==> src/common/rnla_regs.svh <==
`ifndef RNLA_REGS_SVH
`define RNLA_REGS_SVH

// register byte offsets
`define RNLA_REG_RETRY 4'h0
`define RNLA_REG_CONTACT 4'h4
`define RNLA_REG_STATUS 4'h8

// reset values and sequence constants
`define RNLA_RETRY_RST 24'h000400
`define RNLA_CONTACT_RST 24'h100000
`define RNLA_SEQ_INIT 7'h7F
`define RNLA_MAX_TRIES 3'h6

// identifier digit codes
`define RNLA_ID_LOCO 4'h1
`define RNLA_ID_WAY_A 4'h3
`define RNLA_ID_VEH_A 4'h4
`define RNLA_ID_WAY_B 4'h5
`define RNLA_ID_VEH_B 4'h6

`endif

==> src/common/rnla_pkg.sv <==
`include "rnla_regs.svh"

package rnla_pkg;

  typedef logic [6:0] rnla_seq_t;

  typedef struct packed {
    logic [2:0] grp;
    rnla_seq_t ns;
    rnla_seq_t nr;
    logic dconf;
    logic [59:0] addr;
    logic [15:0] tag;
  } rnla_pkt_s;

  typedef struct packed {
    logic [2:0] grp;
    rnla_seq_t ns;
    logic direct;
    logic [59:0] addr;
    logic [15:0] tag;
  } rnla_rx_s;

  typedef enum logic [1:0] {
    RNLA_IDLE = 2'b00,
    RNLA_FLUSH = 2'b01
  } rnla_state_e;

  // digit 1 is the identifier; trailing digits masked per device class
  function automatic logic [59:0] rnla_user_key(input logic [59:0] a);
    logic [59:0] k;
    k = a;
    if (a[59:56] == `RNLA_ID_WAY_A || a[59:56] == `RNLA_ID_WAY_B) begin
      k[11:0] = 12'h000;
    end else if (a[59:56] == `RNLA_ID_LOCO || a[59:56] == `RNLA_ID_VEH_A ||
                 a[59:56] == `RNLA_ID_VEH_B) begin
      k[7:0] = 8'h00;
    end
    return k;
  endfunction

endpackage

==> src/core/rnla_dup_filter.sv <==
`timescale 1ns/1ps
`include "rnla_regs.svh"

module rnla_dup_filter
  import rnla_pkg::*;
(
  input wire logic core_clk,
  input wire logic arst_n,
  input wire logic rx_valid,
  input wire rnla_rx_s rx_pkt,
  output logic fwd_valid,
  output rnla_rx_s fwd_pkt,
  output logic [59:0] fwd_user,
  output logic dup_drop
);

  rnla_seq_t list_r [4][3];
  rnla_seq_t list_nxt [4][3];
  logic fwd_valid_nxt;
  rnla_rx_s fwd_pkt_nxt;
  logic [59:0] fwd_user_nxt;
  logic dup_drop_nxt;
  logic odd_chk;
  logic hit;
  logic [1:0] li;

  always_comb begin
    list_nxt = list_r;
    li = rx_pkt.grp[2:1];
    odd_chk = rx_valid && rx_pkt.grp[0] && !rx_pkt.direct;
    hit = (rx_pkt.ns == list_r[li][0]) || (rx_pkt.ns == list_r[li][1]) ||
          (rx_pkt.ns == list_r[li][2]);
    fwd_valid_nxt = rx_valid && !(odd_chk && hit);
    dup_drop_nxt = odd_chk && hit;
    fwd_pkt_nxt = rx_valid ? rx_pkt : fwd_pkt;
    fwd_user_nxt = rx_valid ? rnla_user_key(rx_pkt.addr) : fwd_user;
    if (odd_chk && !hit) begin
      list_nxt[li][2] = list_r[li][1];
      list_nxt[li][1] = list_r[li][0];
      list_nxt[li][0] = rx_pkt.ns;
    end
  end

  always_ff @(posedge core_clk or negedge arst_n) begin
    if (!arst_n) begin
      for (int g = 0; g < 4; g++) begin
        for (int j = 0; j < 3; j++) begin
          list_r[g][j] <= `RNLA_SEQ_INIT;
        end
      end
      fwd_valid <= 1'b0;
      fwd_pkt <= '0;
      fwd_user <= '0;
      dup_drop <= 1'b0;
    end else begin
      list_r <= list_nxt;
      fwd_valid <= fwd_valid_nxt;
      fwd_pkt <= fwd_pkt_nxt;
      fwd_user <= fwd_user_nxt;
      dup_drop <= dup_drop_nxt;
    end
  end

  a_dup_discard: assert property (@(posedge core_clk) disable iff (!arst_n)
    (rx_valid && rx_pkt.grp[0] && !rx_pkt.direct &&
     rx_pkt.ns == list_r[rx_pkt.grp[2:1]][0]) |=> (!fwd_valid && dup_drop))
    else $error("duplicate odd packet was forwarded");

  a_direct_pass: assert property (@(posedge core_clk) disable iff (!arst_n)
    (rx_valid && rx_pkt.direct) |=> (fwd_valid && fwd_pkt.direct))
    else $error("direct user traffic was not forwarded");

endmodule // rnla_dup_filter

==> src/core/rnla_engine.sv <==
// The implementer's own choices: strobed register access and the placing of the registers.
`timescale 1ns/1ps
`include "rnla_regs.svh"

module rnla_engine
  import rnla_pkg::*;
#(
  parameter int HOLD_DEPTH = 4,
  parameter int TMR_W = 24
)
(
  input wire logic core_clk,
  input wire logic arst_n,
  input wire logic tx_valid,
  input wire rnla_pkt_s tx_pkt,
  output logic tx_ready,
  output logic out_valid,
  output rnla_pkt_s out_pkt,
  output logic [59:0] out_user,
  input wire logic out_ready,
  input wire logic rx_valid,
  input wire rnla_rx_s rx_pkt,
  output logic fwd_valid,
  output rnla_rx_s fwd_pkt,
  output logic [59:0] fwd_user,
  output logic dup_drop,
  input wire logic ack_valid,
  input wire logic [2:0] ack_grp,
  input wire logic nr_valid,
  input wire logic [2:0] nr_grp,
  input wire rnla_seq_t nr_value,
  output logic svc_valid,
  output logic [15:0] svc_tag,
  input wire logic [3:0] reg_addr,
  input wire logic [31:0] reg_wdata,
  input wire logic reg_wr,
  input wire logic reg_rd,
  output logic [31:0] reg_rdata
);

  localparam int PW = (HOLD_DEPTH > 1) ? $clog2(HOLD_DEPTH) : 1;
  localparam int CW = $clog2(HOLD_DEPTH + 1);
  localparam logic [CW-1:0] FULL = CW'(HOLD_DEPTH);

  function automatic logic [2:0] low_slot(input logic [7:0] v);
    logic [2:0] r;
    r = 3'h0;
    for (int i = 7; i >= 0; i--) begin
      if (v[i]) begin
        r = 3'(i);
      end
    end
    return r;
  endfunction

  rnla_state_e state_r, state_nxt;
  logic [7:0] slot_v_r, slot_v_nxt;
  rnla_pkt_s slot_r [8];
  rnla_pkt_s slot_nxt [8];
  logic [3:0] outst_r, outst_nxt;
  rnla_pkt_s held_r [4];
  rnla_pkt_s held_nxt [4];
  rnla_seq_t ons_r [4];
  rnla_seq_t ons_nxt [4];
  rnla_seq_t orig_r [4];
  rnla_seq_t orig_nxt [4];
  rnla_seq_t nsn_r [4];
  rnla_seq_t nsn_nxt [4];
  rnla_seq_t nr_r [4];
  rnla_seq_t nr_nxt [4];
  rnla_seq_t lack_r [4];
  rnla_seq_t lack_nxt [4];
  logic [2:0] try_r [4];
  logic [2:0] try_nxt [4];
  logic [TMR_W-1:0] tmr_r [4];
  logic [TMR_W-1:0] tmr_nxt [4];
  logic [TMR_W-1:0] ctmr_r, ctmr_nxt;
  logic [TMR_W-1:0] retry_lim_r, retry_lim_nxt;
  logic [TMR_W-1:0] contact_lim_r, contact_lim_nxt;
  logic [CW-1:0] cnt_r [4];
  logic [CW-1:0] cnt_nxt [4];
  logic [PW-1:0] rp_r [4];
  logic [PW-1:0] rp_nxt [4];
  logic [PW-1:0] wp_r [4];
  logic [PW-1:0] wp_nxt [4];
  rnla_pkt_s fifo_mem [4][HOLD_DEPTH];
  logic fifo_we;
  logic [1:0] fifo_wi;
  rnla_pkt_s fifo_wd;
  logic tx_ready_nxt, out_valid_nxt, svc_valid_nxt;
  rnla_pkt_s out_pkt_nxt;
  logic [59:0] out_user_nxt;
  logic [15:0] svc_tag_nxt;
  logic [31:0] reg_rdata_nxt;
  logic out_take, acc, drop_v, busy_done, stamp_any, expire;
  logic [2:0] sel;
  logic [3:0] stamp_e;
  logic [3:0] retry_e;
  logic [3:0] nz;
  rnla_pkt_s p, drop_p;

  always_comb begin
    state_nxt = state_r;
    slot_v_nxt = slot_v_r;
    slot_nxt = slot_r;
    outst_nxt = outst_r;
    held_nxt = held_r;
    ons_nxt = ons_r;
    orig_nxt = orig_r;
    nsn_nxt = nsn_r;
    nr_nxt = nr_r;
    lack_nxt = lack_r;
    try_nxt = try_r;
    tmr_nxt = tmr_r;
    cnt_nxt = cnt_r;
    rp_nxt = rp_r;
    wp_nxt = wp_r;
    retry_lim_nxt = retry_lim_r;
    contact_lim_nxt = contact_lim_r;
    fifo_we = 1'b0;
    fifo_wi = tx_pkt.grp[2:1];
    fifo_wd = tx_pkt;
    out_valid_nxt = out_valid;
    out_pkt_nxt = out_pkt;
    out_user_nxt = out_user;
    drop_v = 1'b0;
    drop_p = '0;
    busy_done = 1'b0;
    stamp_any = 1'b0;
    stamp_e = '0;
    retry_e = '0;
    p = '0;
    nz = '0;
    reg_rdata_nxt = 32'h0000_0000;
    // register port
    if (reg_wr && reg_addr == `RNLA_REG_RETRY) begin
      retry_lim_nxt = reg_wdata[TMR_W-1:0];
    end
    if (reg_wr && reg_addr == `RNLA_REG_CONTACT) begin
      contact_lim_nxt = reg_wdata[TMR_W-1:0];
    end
    for (int e = 0; e < 4; e++) begin
      nz[e] = (cnt_r[e] != '0);
    end
    if (reg_rd) begin
      unique case (reg_addr)
        `RNLA_REG_RETRY: reg_rdata_nxt = 32'(retry_lim_r);
        `RNLA_REG_CONTACT: reg_rdata_nxt = 32'(contact_lim_r);
        `RNLA_REG_STATUS: reg_rdata_nxt = {22'h0, state_r, nz, outst_r};
        default: reg_rdata_nxt = 32'h0000_0000;
      endcase
    end
    // output queue: lowest numbered pending group first
    sel = low_slot(slot_v_r);
    out_take = (!out_valid || out_ready);
    if (out_take) begin
      out_valid_nxt = |slot_v_r;
      if (|slot_v_r) begin
        out_pkt_nxt = slot_r[sel];
        out_user_nxt = rnla_user_key(slot_r[sel].addr);
        slot_v_nxt[sel] = 1'b0;
      end
    end
    acc = tx_valid && tx_ready;
    // odd group: stamp and send at once
    if (acc && tx_pkt.grp[0]) begin
      p = tx_pkt;
      p.ns = ons_r[tx_pkt.grp[2:1]];
      ons_nxt[tx_pkt.grp[2:1]] = ons_r[tx_pkt.grp[2:1]] + 7'h01;
      slot_nxt[{tx_pkt.grp[2:1], 1'b1}] = p;
      slot_v_nxt[{tx_pkt.grp[2:1], 1'b1}] = 1'b1;
    end
    // acknowledgment and receive number from the receive path
    if (ack_valid && !ack_grp[0]) begin
      outst_nxt[ack_grp[2:1]] = 1'b0;
      try_nxt[ack_grp[2:1]] = 3'h0;
    end
    if (nr_valid && !nr_grp[0]) begin
      nr_nxt[nr_grp[2:1]] = nr_value;
    end
    for (int e = 0; e < 4; e++) begin
      if (outst_r[e] && tmr_r[e] != '1) begin
        tmr_nxt[e] = tmr_r[e] + TMR_W'(1);
      end
      // hold behind an outstanding or waiting packet
      if (acc && !tx_pkt.grp[0] && tx_pkt.grp[2:1] == 2'(e)) begin
        if (outst_r[e] || nz[e] || slot_v_r[2*e]) begin
          fifo_we = 1'b1;
          wp_nxt[e] = (wp_r[e] == PW'(HOLD_DEPTH - 1)) ? '0 : wp_r[e] + PW'(1);
          cnt_nxt[e] = cnt_r[e] + CW'(1);
          p = tx_pkt;
        end else begin
          stamp_e[e] = 1'b1;
          p = tx_pkt;
        end
      end else if (state_r == RNLA_IDLE && !outst_r[e] && nz[e] &&
                   !slot_v_r[2*e]) begin
        stamp_e[e] = 1'b1;
        p = fifo_mem[e][rp_r[e]];
        rp_nxt[e] = (rp_r[e] == PW'(HOLD_DEPTH - 1)) ? '0 : rp_r[e] + PW'(1);
        cnt_nxt[e] = cnt_nxt[e] - CW'(1);
      end
      if (stamp_e[e]) begin
        orig_nxt[e] = p.ns;
        p.ns = nsn_r[e];
        p.nr = nr_r[e];
        lack_nxt[e] = nr_r[e];
        nsn_nxt[e] = nsn_r[e] + 7'h01;
        try_nxt[e] = 3'h1;
        tmr_nxt[e] = '0;
        outst_nxt[e] = 1'b1;
        held_nxt[e] = p;
        slot_nxt[2*e] = p;
        slot_v_nxt[2*e] = 1'b1;
      end
      // retry: one group per cycle, lowest first
      if (state_r == RNLA_IDLE && !stamp_any && outst_r[e] &&
          tmr_r[e] > retry_lim_r && !slot_v_r[2*e] &&
          !(ack_valid && ack_grp == 3'(2*e))) begin
        stamp_any = 1'b1;
        retry_e[e] = 1'b1;
        p = held_r[e];
        p.nr = nr_r[e];
        held_nxt[e] = p;
        if (try_r[e] > `RNLA_MAX_TRIES) begin
          outst_nxt[e] = 1'b0;
          drop_v = 1'b1;
          drop_p = p;
        end else begin
          tmr_nxt[e] = '0;
          try_nxt[e] = try_r[e] + 3'h1;
          slot_nxt[2*e] = p;
          slot_v_nxt[2*e] = 1'b1;
        end
      end
    end
    // contact supervision
    if (rx_valid || ack_valid) begin
      ctmr_nxt = '0;
    end else begin
      ctmr_nxt = (ctmr_r == '1) ? ctmr_r : ctmr_r + TMR_W'(1);
    end
    expire = (ctmr_r >= contact_lim_r) && ((|outst_r) || (|nz));
    unique case (state_r)
      RNLA_IDLE: begin
        if (expire) begin
          state_nxt = RNLA_FLUSH;
        end
      end
      RNLA_FLUSH: begin
        for (int e = 0; e < 4; e++) begin
          if (!busy_done && outst_r[e]) begin
            busy_done = 1'b1;
            outst_nxt[e] = 1'b0;
            slot_v_nxt[2*e] = 1'b0;
            drop_v = 1'b1;
            drop_p = held_r[e];
          end
        end
        for (int e = 0; e < 4; e++) begin
          if (!busy_done && nz[e]) begin
            busy_done = 1'b1;
            drop_v = 1'b1;
            drop_p = fifo_mem[e][rp_r[e]];
            rp_nxt[e] = (rp_r[e] == PW'(HOLD_DEPTH - 1)) ? '0 : rp_r[e] + PW'(1);
            cnt_nxt[e] = cnt_nxt[e] - CW'(1);
          end
        end
        if (!busy_done) begin
          state_nxt = RNLA_IDLE;
          ctmr_nxt = '0;
        end
      end
    endcase
    svc_valid_nxt = drop_v && drop_p.dconf;
    svc_tag_nxt = drop_v ? drop_p.tag : svc_tag;
    tx_ready_nxt = (state_nxt == RNLA_IDLE) && !(|{slot_v_nxt[7], slot_v_nxt[5],
                   slot_v_nxt[3], slot_v_nxt[1]});
    for (int e = 0; e < 4; e++) begin
      if (cnt_nxt[e] == FULL) begin
        tx_ready_nxt = 1'b0;
      end
    end
  end

  always_ff @(posedge core_clk) begin
    if (fifo_we) begin
      fifo_mem[fifo_wi][wp_r[fifo_wi]] <= fifo_wd;
    end
  end

  always_ff @(posedge core_clk or negedge arst_n) begin
    if (!arst_n) begin
      state_r <= RNLA_IDLE;
      slot_v_r <= '0;
      outst_r <= '0;
      ctmr_r <= '0;
      retry_lim_r <= TMR_W'(`RNLA_RETRY_RST);
      contact_lim_r <= TMR_W'(`RNLA_CONTACT_RST);
      for (int i = 0; i < 8; i++) begin
        slot_r[i] <= '0;
      end
      for (int e = 0; e < 4; e++) begin
        held_r[e] <= '0;
        ons_r[e] <= '0;
        orig_r[e] <= '0;
        nsn_r[e] <= '0;
        nr_r[e] <= '0;
        lack_r[e] <= '0;
        try_r[e] <= '0;
        tmr_r[e] <= '0;
        cnt_r[e] <= '0;
        rp_r[e] <= '0;
        wp_r[e] <= '0;
      end
      tx_ready <= 1'b0;
      out_valid <= 1'b0;
      out_pkt <= '0;
      out_user <= '0;
      svc_valid <= 1'b0;
      svc_tag <= '0;
      reg_rdata <= '0;
    end else begin
      state_r <= state_nxt;
      slot_v_r <= slot_v_nxt;
      slot_r <= slot_nxt;
      outst_r <= outst_nxt;
      held_r <= held_nxt;
      ons_r <= ons_nxt;
      orig_r <= orig_nxt;
      nsn_r <= nsn_nxt;
      nr_r <= nr_nxt;
      lack_r <= lack_nxt;
      try_r <= try_nxt;
      tmr_r <= tmr_nxt;
      ctmr_r <= ctmr_nxt;
      retry_lim_r <= retry_lim_nxt;
      contact_lim_r <= contact_lim_nxt;
      cnt_r <= cnt_nxt;
      rp_r <= rp_nxt;
      wp_r <= wp_nxt;
      tx_ready <= tx_ready_nxt;
      out_valid <= out_valid_nxt;
      out_pkt <= out_pkt_nxt;
      out_user <= out_user_nxt;
      svc_valid <= svc_valid_nxt;
      svc_tag <= svc_tag_nxt;
      reg_rdata <= reg_rdata_nxt;
    end
  end

  rnla_dup_filter u_dup (
    .core_clk(core_clk),
    .arst_n(arst_n),
    .rx_valid(rx_valid),
    .rx_pkt(rx_pkt),
    .fwd_valid(fwd_valid),
    .fwd_pkt(fwd_pkt),
    .fwd_user(fwd_user),
    .dup_drop(dup_drop)
  );

  a_out_prio: assert property (@(posedge core_clk) disable iff (!arst_n)
    (out_take && |slot_v_r) |=> (out_pkt.grp == $past(sel) && out_valid))
    else $error("output did not take the lowest pending group");

  a_odd_stamp: assert property (@(posedge core_clk) disable iff (!arst_n)
    (acc && tx_pkt.grp[0]) |=>
    (ons_r[$past(tx_pkt.grp[2:1])] == $past(ons_r[tx_pkt.grp[2:1]]) + 7'h01))
    else $error("odd send number did not advance");

  a_one_outst: assert property (@(posedge core_clk) disable iff (!arst_n)
    (acc && !tx_pkt.grp[0] && outst_r[tx_pkt.grp[2:1]]) |=>
    (nsn_r[$past(tx_pkt.grp[2:1])] == $past(nsn_r[tx_pkt.grp[2:1]])))
    else $error("second packet stamped while one outstanding");

  a_stamp_seq: assert property (@(posedge core_clk) disable iff (!arst_n)
    stamp_e[1] |=> (try_r[1] == 3'h1 && tmr_r[1] == '0 && outst_r[1] &&
                    nsn_r[1] == $past(nsn_r[1]) + 7'h01))
    else $error("stamping did not set try, timer and next send");

  a_stamp_nr: assert property (@(posedge core_clk) disable iff (!arst_n)
    stamp_e[1] |=> (lack_r[1] == $past(nr_r[1]) && held_r[1].nr == lack_r[1] &&
                    held_r[1].ns == $past(nsn_r[1])))
    else $error("stamped packet numbers wrong");

  a_orig_save: assert property (@(posedge core_clk) disable iff (!arst_n)
    (acc && tx_pkt.grp == 3'h2 && stamp_e[1]) |=>
    (orig_r[1] == $past(tx_pkt.ns)))
    else $error("originator number not saved");

  a_retry_limit: assert property (@(posedge core_clk) disable iff (!arst_n)
    (retry_e[2] && try_r[2] <= `RNLA_MAX_TRIES) |=>
    (slot_v_r[4] && try_r[2] == $past(try_r[2]) + 3'h1 && outst_r[2]))
    else $error("retry did not resend");

  a_retry_drop: assert property (@(posedge core_clk) disable iff (!arst_n)
    (retry_e[2] && try_r[2] > `RNLA_MAX_TRIES) |=> (!outst_r[2] && !slot_v_r[4]))
    else $error("packet over try limit not disposed");

  a_retry_nr: assert property (@(posedge core_clk) disable iff (!arst_n)
    retry_e[2] |=> (held_r[2].nr == $past(nr_r[2])))
    else $error("retry kept a stale receive number");

  a_svc_cause: assert property (@(posedge core_clk) disable iff (!arst_n)
    svc_valid |-> ($past(drop_v) && $past(drop_p.dconf) &&
                   svc_tag == $past(drop_p.tag)))
    else $error("service signal without a confirmed drop");

  a_flush_end: assert property (@(posedge core_clk) disable iff (!arst_n)
    (state_r == RNLA_FLUSH && state_nxt == RNLA_IDLE) |->
    (outst_r == 4'h0 && nz == 4'h0))
    else $error("flush ended with packets left");

endmodule // rnla_engine

==> config.mk <==
export PLATFORM = sky130hd
export DESIGN_NAME = rnla_engine
export DESIGN_NICKNAME = d
export VERILOG_FILES = /design/src/common/rnla_pkg.sv /design/src/core/rnla_dup_filter.sv /design/src/core/rnla_engine.sv
export VERILOG_INCLUDE_DIRS = /design/src /design/src/common
export SDC_FILE = /design/constraint.sdc
export NUM_CORES = 2
export LEC_CHECK = 0
export ABC_AREA = 0
export BUFFER_PORTS_ARGS = -buffer_cell sky130_fd_sc_hd__buf_2
export CAP_MARGIN = 5
export CELL_PAD_IN_SITES_DETAIL_PLACEMENT = 0
export CELL_PAD_IN_SITES_GLOBAL_PLACEMENT = 1
export CORE_UTILIZATION = 32
export CTS_CLUSTER_DIAMETER = 120
export DETAILED_ROUTE_END_ITERATION = 7
export GPL_TIMING_DRIVEN = 1
export PLACE_DENSITY_LB_ADDON = 0.1
export SYNTH_ARGS = -nofsm -noshare
export SYNTH_HDL_FRONTEND = slang
export SYNTH_HIERARCHICAL = 1
export SYNTH_SLANG_ARGS = --single-unit
==> constraint.sdc <==
create_clock -name core_clk -period 10.29 [get_ports core_clk]
set_input_delay 1.5435 -clock core_clk [delete_from_list [all_inputs] [get_ports core_clk]]
set_output_delay 1.5435 -clock core_clk [all_outputs]
set_load 0.03 [all_outputs]
== Word-level counts from Yosys, hierarchy flattened ==
Memory sizes are Yosys's and may differ from the RTL's.
Index checks and enable logic that the tools add are counted.

* Register bits after elaboration: 1844
* Bits in latches: 0
* Bits in writable memories: 1504
* ROM bits: 0
* Output and inout bits: 354
* Logic and storage cells: 701
* Memories: 1

* $add $sub $neg: 34
* Multiply operators: 0
* Divide/modulo/power cells: 0
* $lt $le $gt $ge: 32
* Equality and inequality tests: 39
* Shift operators: 0
* Multiplexer cells: 290
* Bitwise logic cells: 22
* Reductions and logical operators: 145

{| class="wikitable"
|+ Memories
! memory !! depth !! bits a word !! read ports !! clocked after Yosys merged registers in !! wr ports !! line !! source
|-
| fifo_mem || 4 || 376 || 4 || 0 || 1 || rnla_engine.sv:86 || <nowiki>rnla_pkt_s fifo_mem [4][HOLD_DEPTH];</nowiki>
|}

{| class="wikitable"
|+ Operator list
! operator !! count
|-
| 94-bit 2-to-1 mux || 36
|-
| 77-bit 2-to-1 mux || 17
|-
| 94-bit binary-select mux with 2-bit select || 4
|-
| 752-bit bitwise mux || 1
|-
| 752-bit 2-to-1 mux || 1
|-
| 24-bit 2-to-1 mux || 21
|-
| 376-bit 2-to-1 mux || 1
|-
| 94-bit binary-select mux with 3-bit select || 1
|-
| 94-bit demux with 3-bit select || 1
|-
| 84-bit bitwise mux || 3
|-
| 94-bit demux with 2-bit select || 1
|-
| 21-bit demux with 2-bit select || 3
|-
| 24-bit by 1-bit adder with 24-bit output (second input constant) || 5
|-
| 3-bit 2-to-1 mux || 37
|-
| 1-bit 2-to-1 mux || 100
|-
| 24-bit greater-than comparator || 4
|-
| 24-bit != test (second input constant) || 4
|-
| 1-bit logical AND || 74
|-
| 24-bit one-hot mux with 3 select lines || 1
|-
| 8-bit 2-to-1 mux || 8
|-
| 21-bit 2-to-1 mux || 3
|-
| 28-bit bitwise mux || 2
|-
| 14-bit 2-to-1 mux || 4
|-
| 2-bit 2-to-1 mux || 24
|-
| other kinds (54) || 206
|}

== Depth between registers and ports, before layout ==
* Word-level depth: 38
* Depth in mapped cells: 16
* Gate-level depth less buffers: 14

== Cells and area by module ==
The synthesis kept the hierarchy.

{| class="wikitable"
|+ By module, submodules not included
! module !! times used !! cells an instance !! area an instance (µm²) !! sequential area each (µm²)
|-
| rnla_engine || 1 || 8797 || 119901.2 || 77351.7
|-
| rnla_dup_filter || 1 || 551 || 8256.7 || 4734.5
|}

== Least setup slack after synthesis ==
OpenSTA, ideal clock, no wires.

* Kind: input -> register
* From: input tx_pkt[92] (netlist bit)
* To: memory fifo_mem[0][282] (netlist bit) (enable)
* Arrival time: 8633 ps
* Required time: 9674 ps
* Path slack: 1040 ps
* Stages on the path: 8
* Path buffers: 2
* Path through: buf_2 -> nand3b_1 -> or3_1 -> buf_2 -> a21oi_2 -> nor4b_1 -> or3_1 -> nor3_1

* Longest elaborated chain between the ends: 11

{| class="wikitable"
|+ Ends and longest elaborated chain
! element !! line !! source
|-
| start, declared || rnla_engine.sv:15 || <nowiki>input wire rnla_pkt_s tx_pkt,</nowiki>
|-
| branches (longest 11 deep; another with 3-bit >= comparator) || n/a ||
|-
| end, declared || rnla_engine.sv:86 ||
|}

Several ways; the timed one is not identified. The select of a mux whose other input is x is not followed.

==> flow_summary.ini <==
[global_routing]
grt_pass1_wl_um = 643800
antenna_found_initial = 45
grt_overflow_total = 0
grt_pass1_vias = 85460
grt_usage_pct = 21.85
grt_max_degree = 162

[sta]
period_share_pct = 58.30
finalCriticalPeriod_ns = 5.999
slew_violations = 0
setup-tns-final_ns = 0
setup_violations = 0
worst_slew_pin_slew_ns = 1.405
rsz0062_at_grt = no
hold_viol = 0
clock.fmax_mhz = 166.7
clock_skew_ns = 0.06302
slew_headroom_pct = 6.355

[worst_setup_path]
worstPathRequired_ns = 11.11
cp.arrival_ns = 6.81
cp_cell_sequence = inv_1 > ha_1 > a21o_1 > nand3_1 > a21oi_1 > a2111oi_0 > a31o_2 > nand4_1 > buf_12 > nand2_4 > buf_4 > mux2_2
worstPathMaxFanout = 97
timing.critical_path.from = retry_lim_r[17]
crit_path_start_kind = register
r2r-start = retry_lim_r[17]
cpMaxStageDelayCell = a2111oi_0
critical_path_class = register to register
cpPeakStageDelay_ns = 0.96
cp_top_family = compound AO/OA/AOI/OAI gates
crit_buf_inv = 3
endpoint_kind = register

[logic_synthesis]
synth-seq-area-share_pct = 64.05
synth_ff_type = dfrtp_1
async_flop_share_pct = 57.62
netlist_area_mm2 = 0.1282
ys_types = 104
yosysTopAreaCellShare_pct = 32.30
synth_area_leaders = dfrtp_1, edfxtp_1, mux4_2, mux2_2, nand2_1
syn-instance-count = 9348
synthMuxAreaShare_pct = 12.90
yosys.area.top_type = dfrtp_1
ys_top_cells_by_count = dfrtp_1, edfxtp_1, nand2_1, nor2_1, mux2_2
post-synth-top-count-cell = dfrtp_1
postSynthAreaPerCell_um2 = 13.71
yosys.area_share.simple_pct = 8.140
ys_ff_latch = 3020
post_synth_fa_ha_maj_area_fraction_pct = 1.582
synth_top_family_by_area = multiplexers
synth_edf_count = 1280
synth_warnings = 6
synth_compound_area_share_pct = 9.353
synth_xor_area_share_pct = 1.128

[finish]
nets = 10190
final_area_mm2 = 0.1484
regArea_mm2 = 0.08212
post-route-util_pct = 37.20
nFillCells = 38110
multiInputGateArea_mm2 = 0.04299
layout-drive-gt1-share_pct = 25.32
syn_to_final_growth_pct = 15.77

[drt]
antenna_left = 0
dr.first_iter.drc_count = 6355
vias = 82810
wirelength_um = 445900
wl_per_cell_um = 29.01
dr.pass1.iters = 5
avgViaCountPerCell = 5.387
drc = 0

[floorplanning]
rows = 232
initial_core_util_pct = 32.13
die_h_um = 634.8
pin_count = 593
die_width_um = 634.8
die_area_mm2 = 0.4030
core_mm2 = 0.3988

[power_and_ir_drop]
power.total_mw = 44.22
powerDensity_mw_per_mm2 = 298.1
irDropWorstVdd_mv = 0.2238
power.leakage_nw = 58.58

[clock_tree]
clock_path_buffers = 4
numCtsBuffers = 353
cts-resized-gates = 0
cts_tree = done
htreeDepth = 5
path_clk_slew_ns = 0.06
hold_buffers = 0
clkSinkCount = 3020
cts-root-buf = clkbuf_16
post_cts_buffers = 0
clkLatencyLatePin_ns = 0.97

[worst_hold_path]
worstHoldPathType = register to register
min_from = slot_r[553]

[outcome]
status = completed

[job]
cap_viol_max_count = 0

[placed_design]
io_buffers = 569
routabilityCongestion = 0.8002
dpl.hpwl_um = 260700
place_area_mm2 = 0.1368
## layout by cell type, fill, tap and decap left out, drive strengths merged, types with 20 or more instances in the layout
master,n
o21ai,378
a221oi,20
xnor2,82
nor3,196
a21o,42
dfstp,86
nor2,709
o21a,157
ha,162
mux4,443
nor2b,28
clkinv,92
and3,36
nand4,69
nand3,88
a211oi,103
o22ai,120
nor4,25
buf,768
a21oi,376
a221o,238
a22oi,126
o221a,77
dfrtp,1654
mux2,545
nand2,1159
inv,139
or3,23
xor2,83
mux2i,34
edfxtp,1280
clkbuf,519
## final timing paths
check	end	depth (start not counted)	slack, ns
min	slot_r[553]	2	0.47
max in group asynchronous	u_dup/fwd_pkt[77]	3	7.29
max reg2reg	slot_r[364]	12	4.29
min in group asynchronous	retry_lim_r[14]	1	0.56
max	slot_r[364]	12	4.29
min reg2reg	slot_r[553]	2	0.47
## layout make-up
| type | instances | area share [%] |
|---|---|---|
| sequential | 3020 | 55.35 |
| multi-input combinational | 5521 | 28.97 |
| clock buffer | 519 | 6.881 |
| tap | 5265 | 4.440 |
| timing repair buffer | 768 | 3.140 |
| clock inverter | 138 | 0.8787 |
| inverter | 124 | 0.3137 |
| antenna | 16 | 0.02699 |
## per-stage QoR
stage | std cells | hold WS [ns] | setup slack, ns
detailed placement | 14700 | 0.4555 | 3.359
floorplan | 9355 | 0.4339 | 1.040
global placement | 14700 | 0.4468 | 3.399
global route | 15360 | 0.4794 | 4.206
CTS | 15360 | 0.4633 | 4.376
finish | 15370 | 0.4679 | 4.291
## logic make-up (layout without fill, tap and decap cells)
family	count (synthesis)	after routing
buffers and inverters	814	1549
flip-flops	3020	3020
AND/OR/NAND/NOR	2437	2437
adder cells (fa/ha/maj)	162	162
AO/OA/AOI/OAI	1727	1727
multiplexers	1022	1022
XOR/XNOR	165	165
other	1	24
## per-layer routing
| layer | GRT usage [%] | routed length, µm | vias to the layer above |
|---|---|---|---|
| li1 | - | - | 35720 |
| met1 | 29.22 | 193900 | 44090 |
| met2 | 37.06 | 217500 | 2357 |
| met3 | 3.025 | 21850 | 642 |
| met4 | 6.111 | 12620 | 4 |
| met5 | 0 | 23 | - |
## power by group
| part | switching, mW | internal [mW] | leakage, nW | total [mW] |
|---|---|---|---|---|
| combinational | 9.23 | 5.46 | 19.7 | 14.7 |
| clock | 5.21 | 7.34 | 5.63 | 12.6 |
| sequential | 1.90 | 15.1 | 33.2 | 17.0 |
| total | 16.3 | 27.9 | 58.6 | 44.2 |
## worst min-delay path, stage by stage, from the launching register on
cell	delay (ns)
dfrtp_1	0.34
nand2_1	0.05
nand2_1	0.05
## sequential cells by signal (all words and copies together), names as in the netlist, 28 cells and up
register,cells
out_pkt,94
held_r,348
slot_r,752
u_dup/fwd_pkt,87
ons_r,28
nsn_r,28
fifo_mem,1280
tmr_r,96
nr_r,28
u_dup/list_r,84
Power figures use the tool's default switching activity.
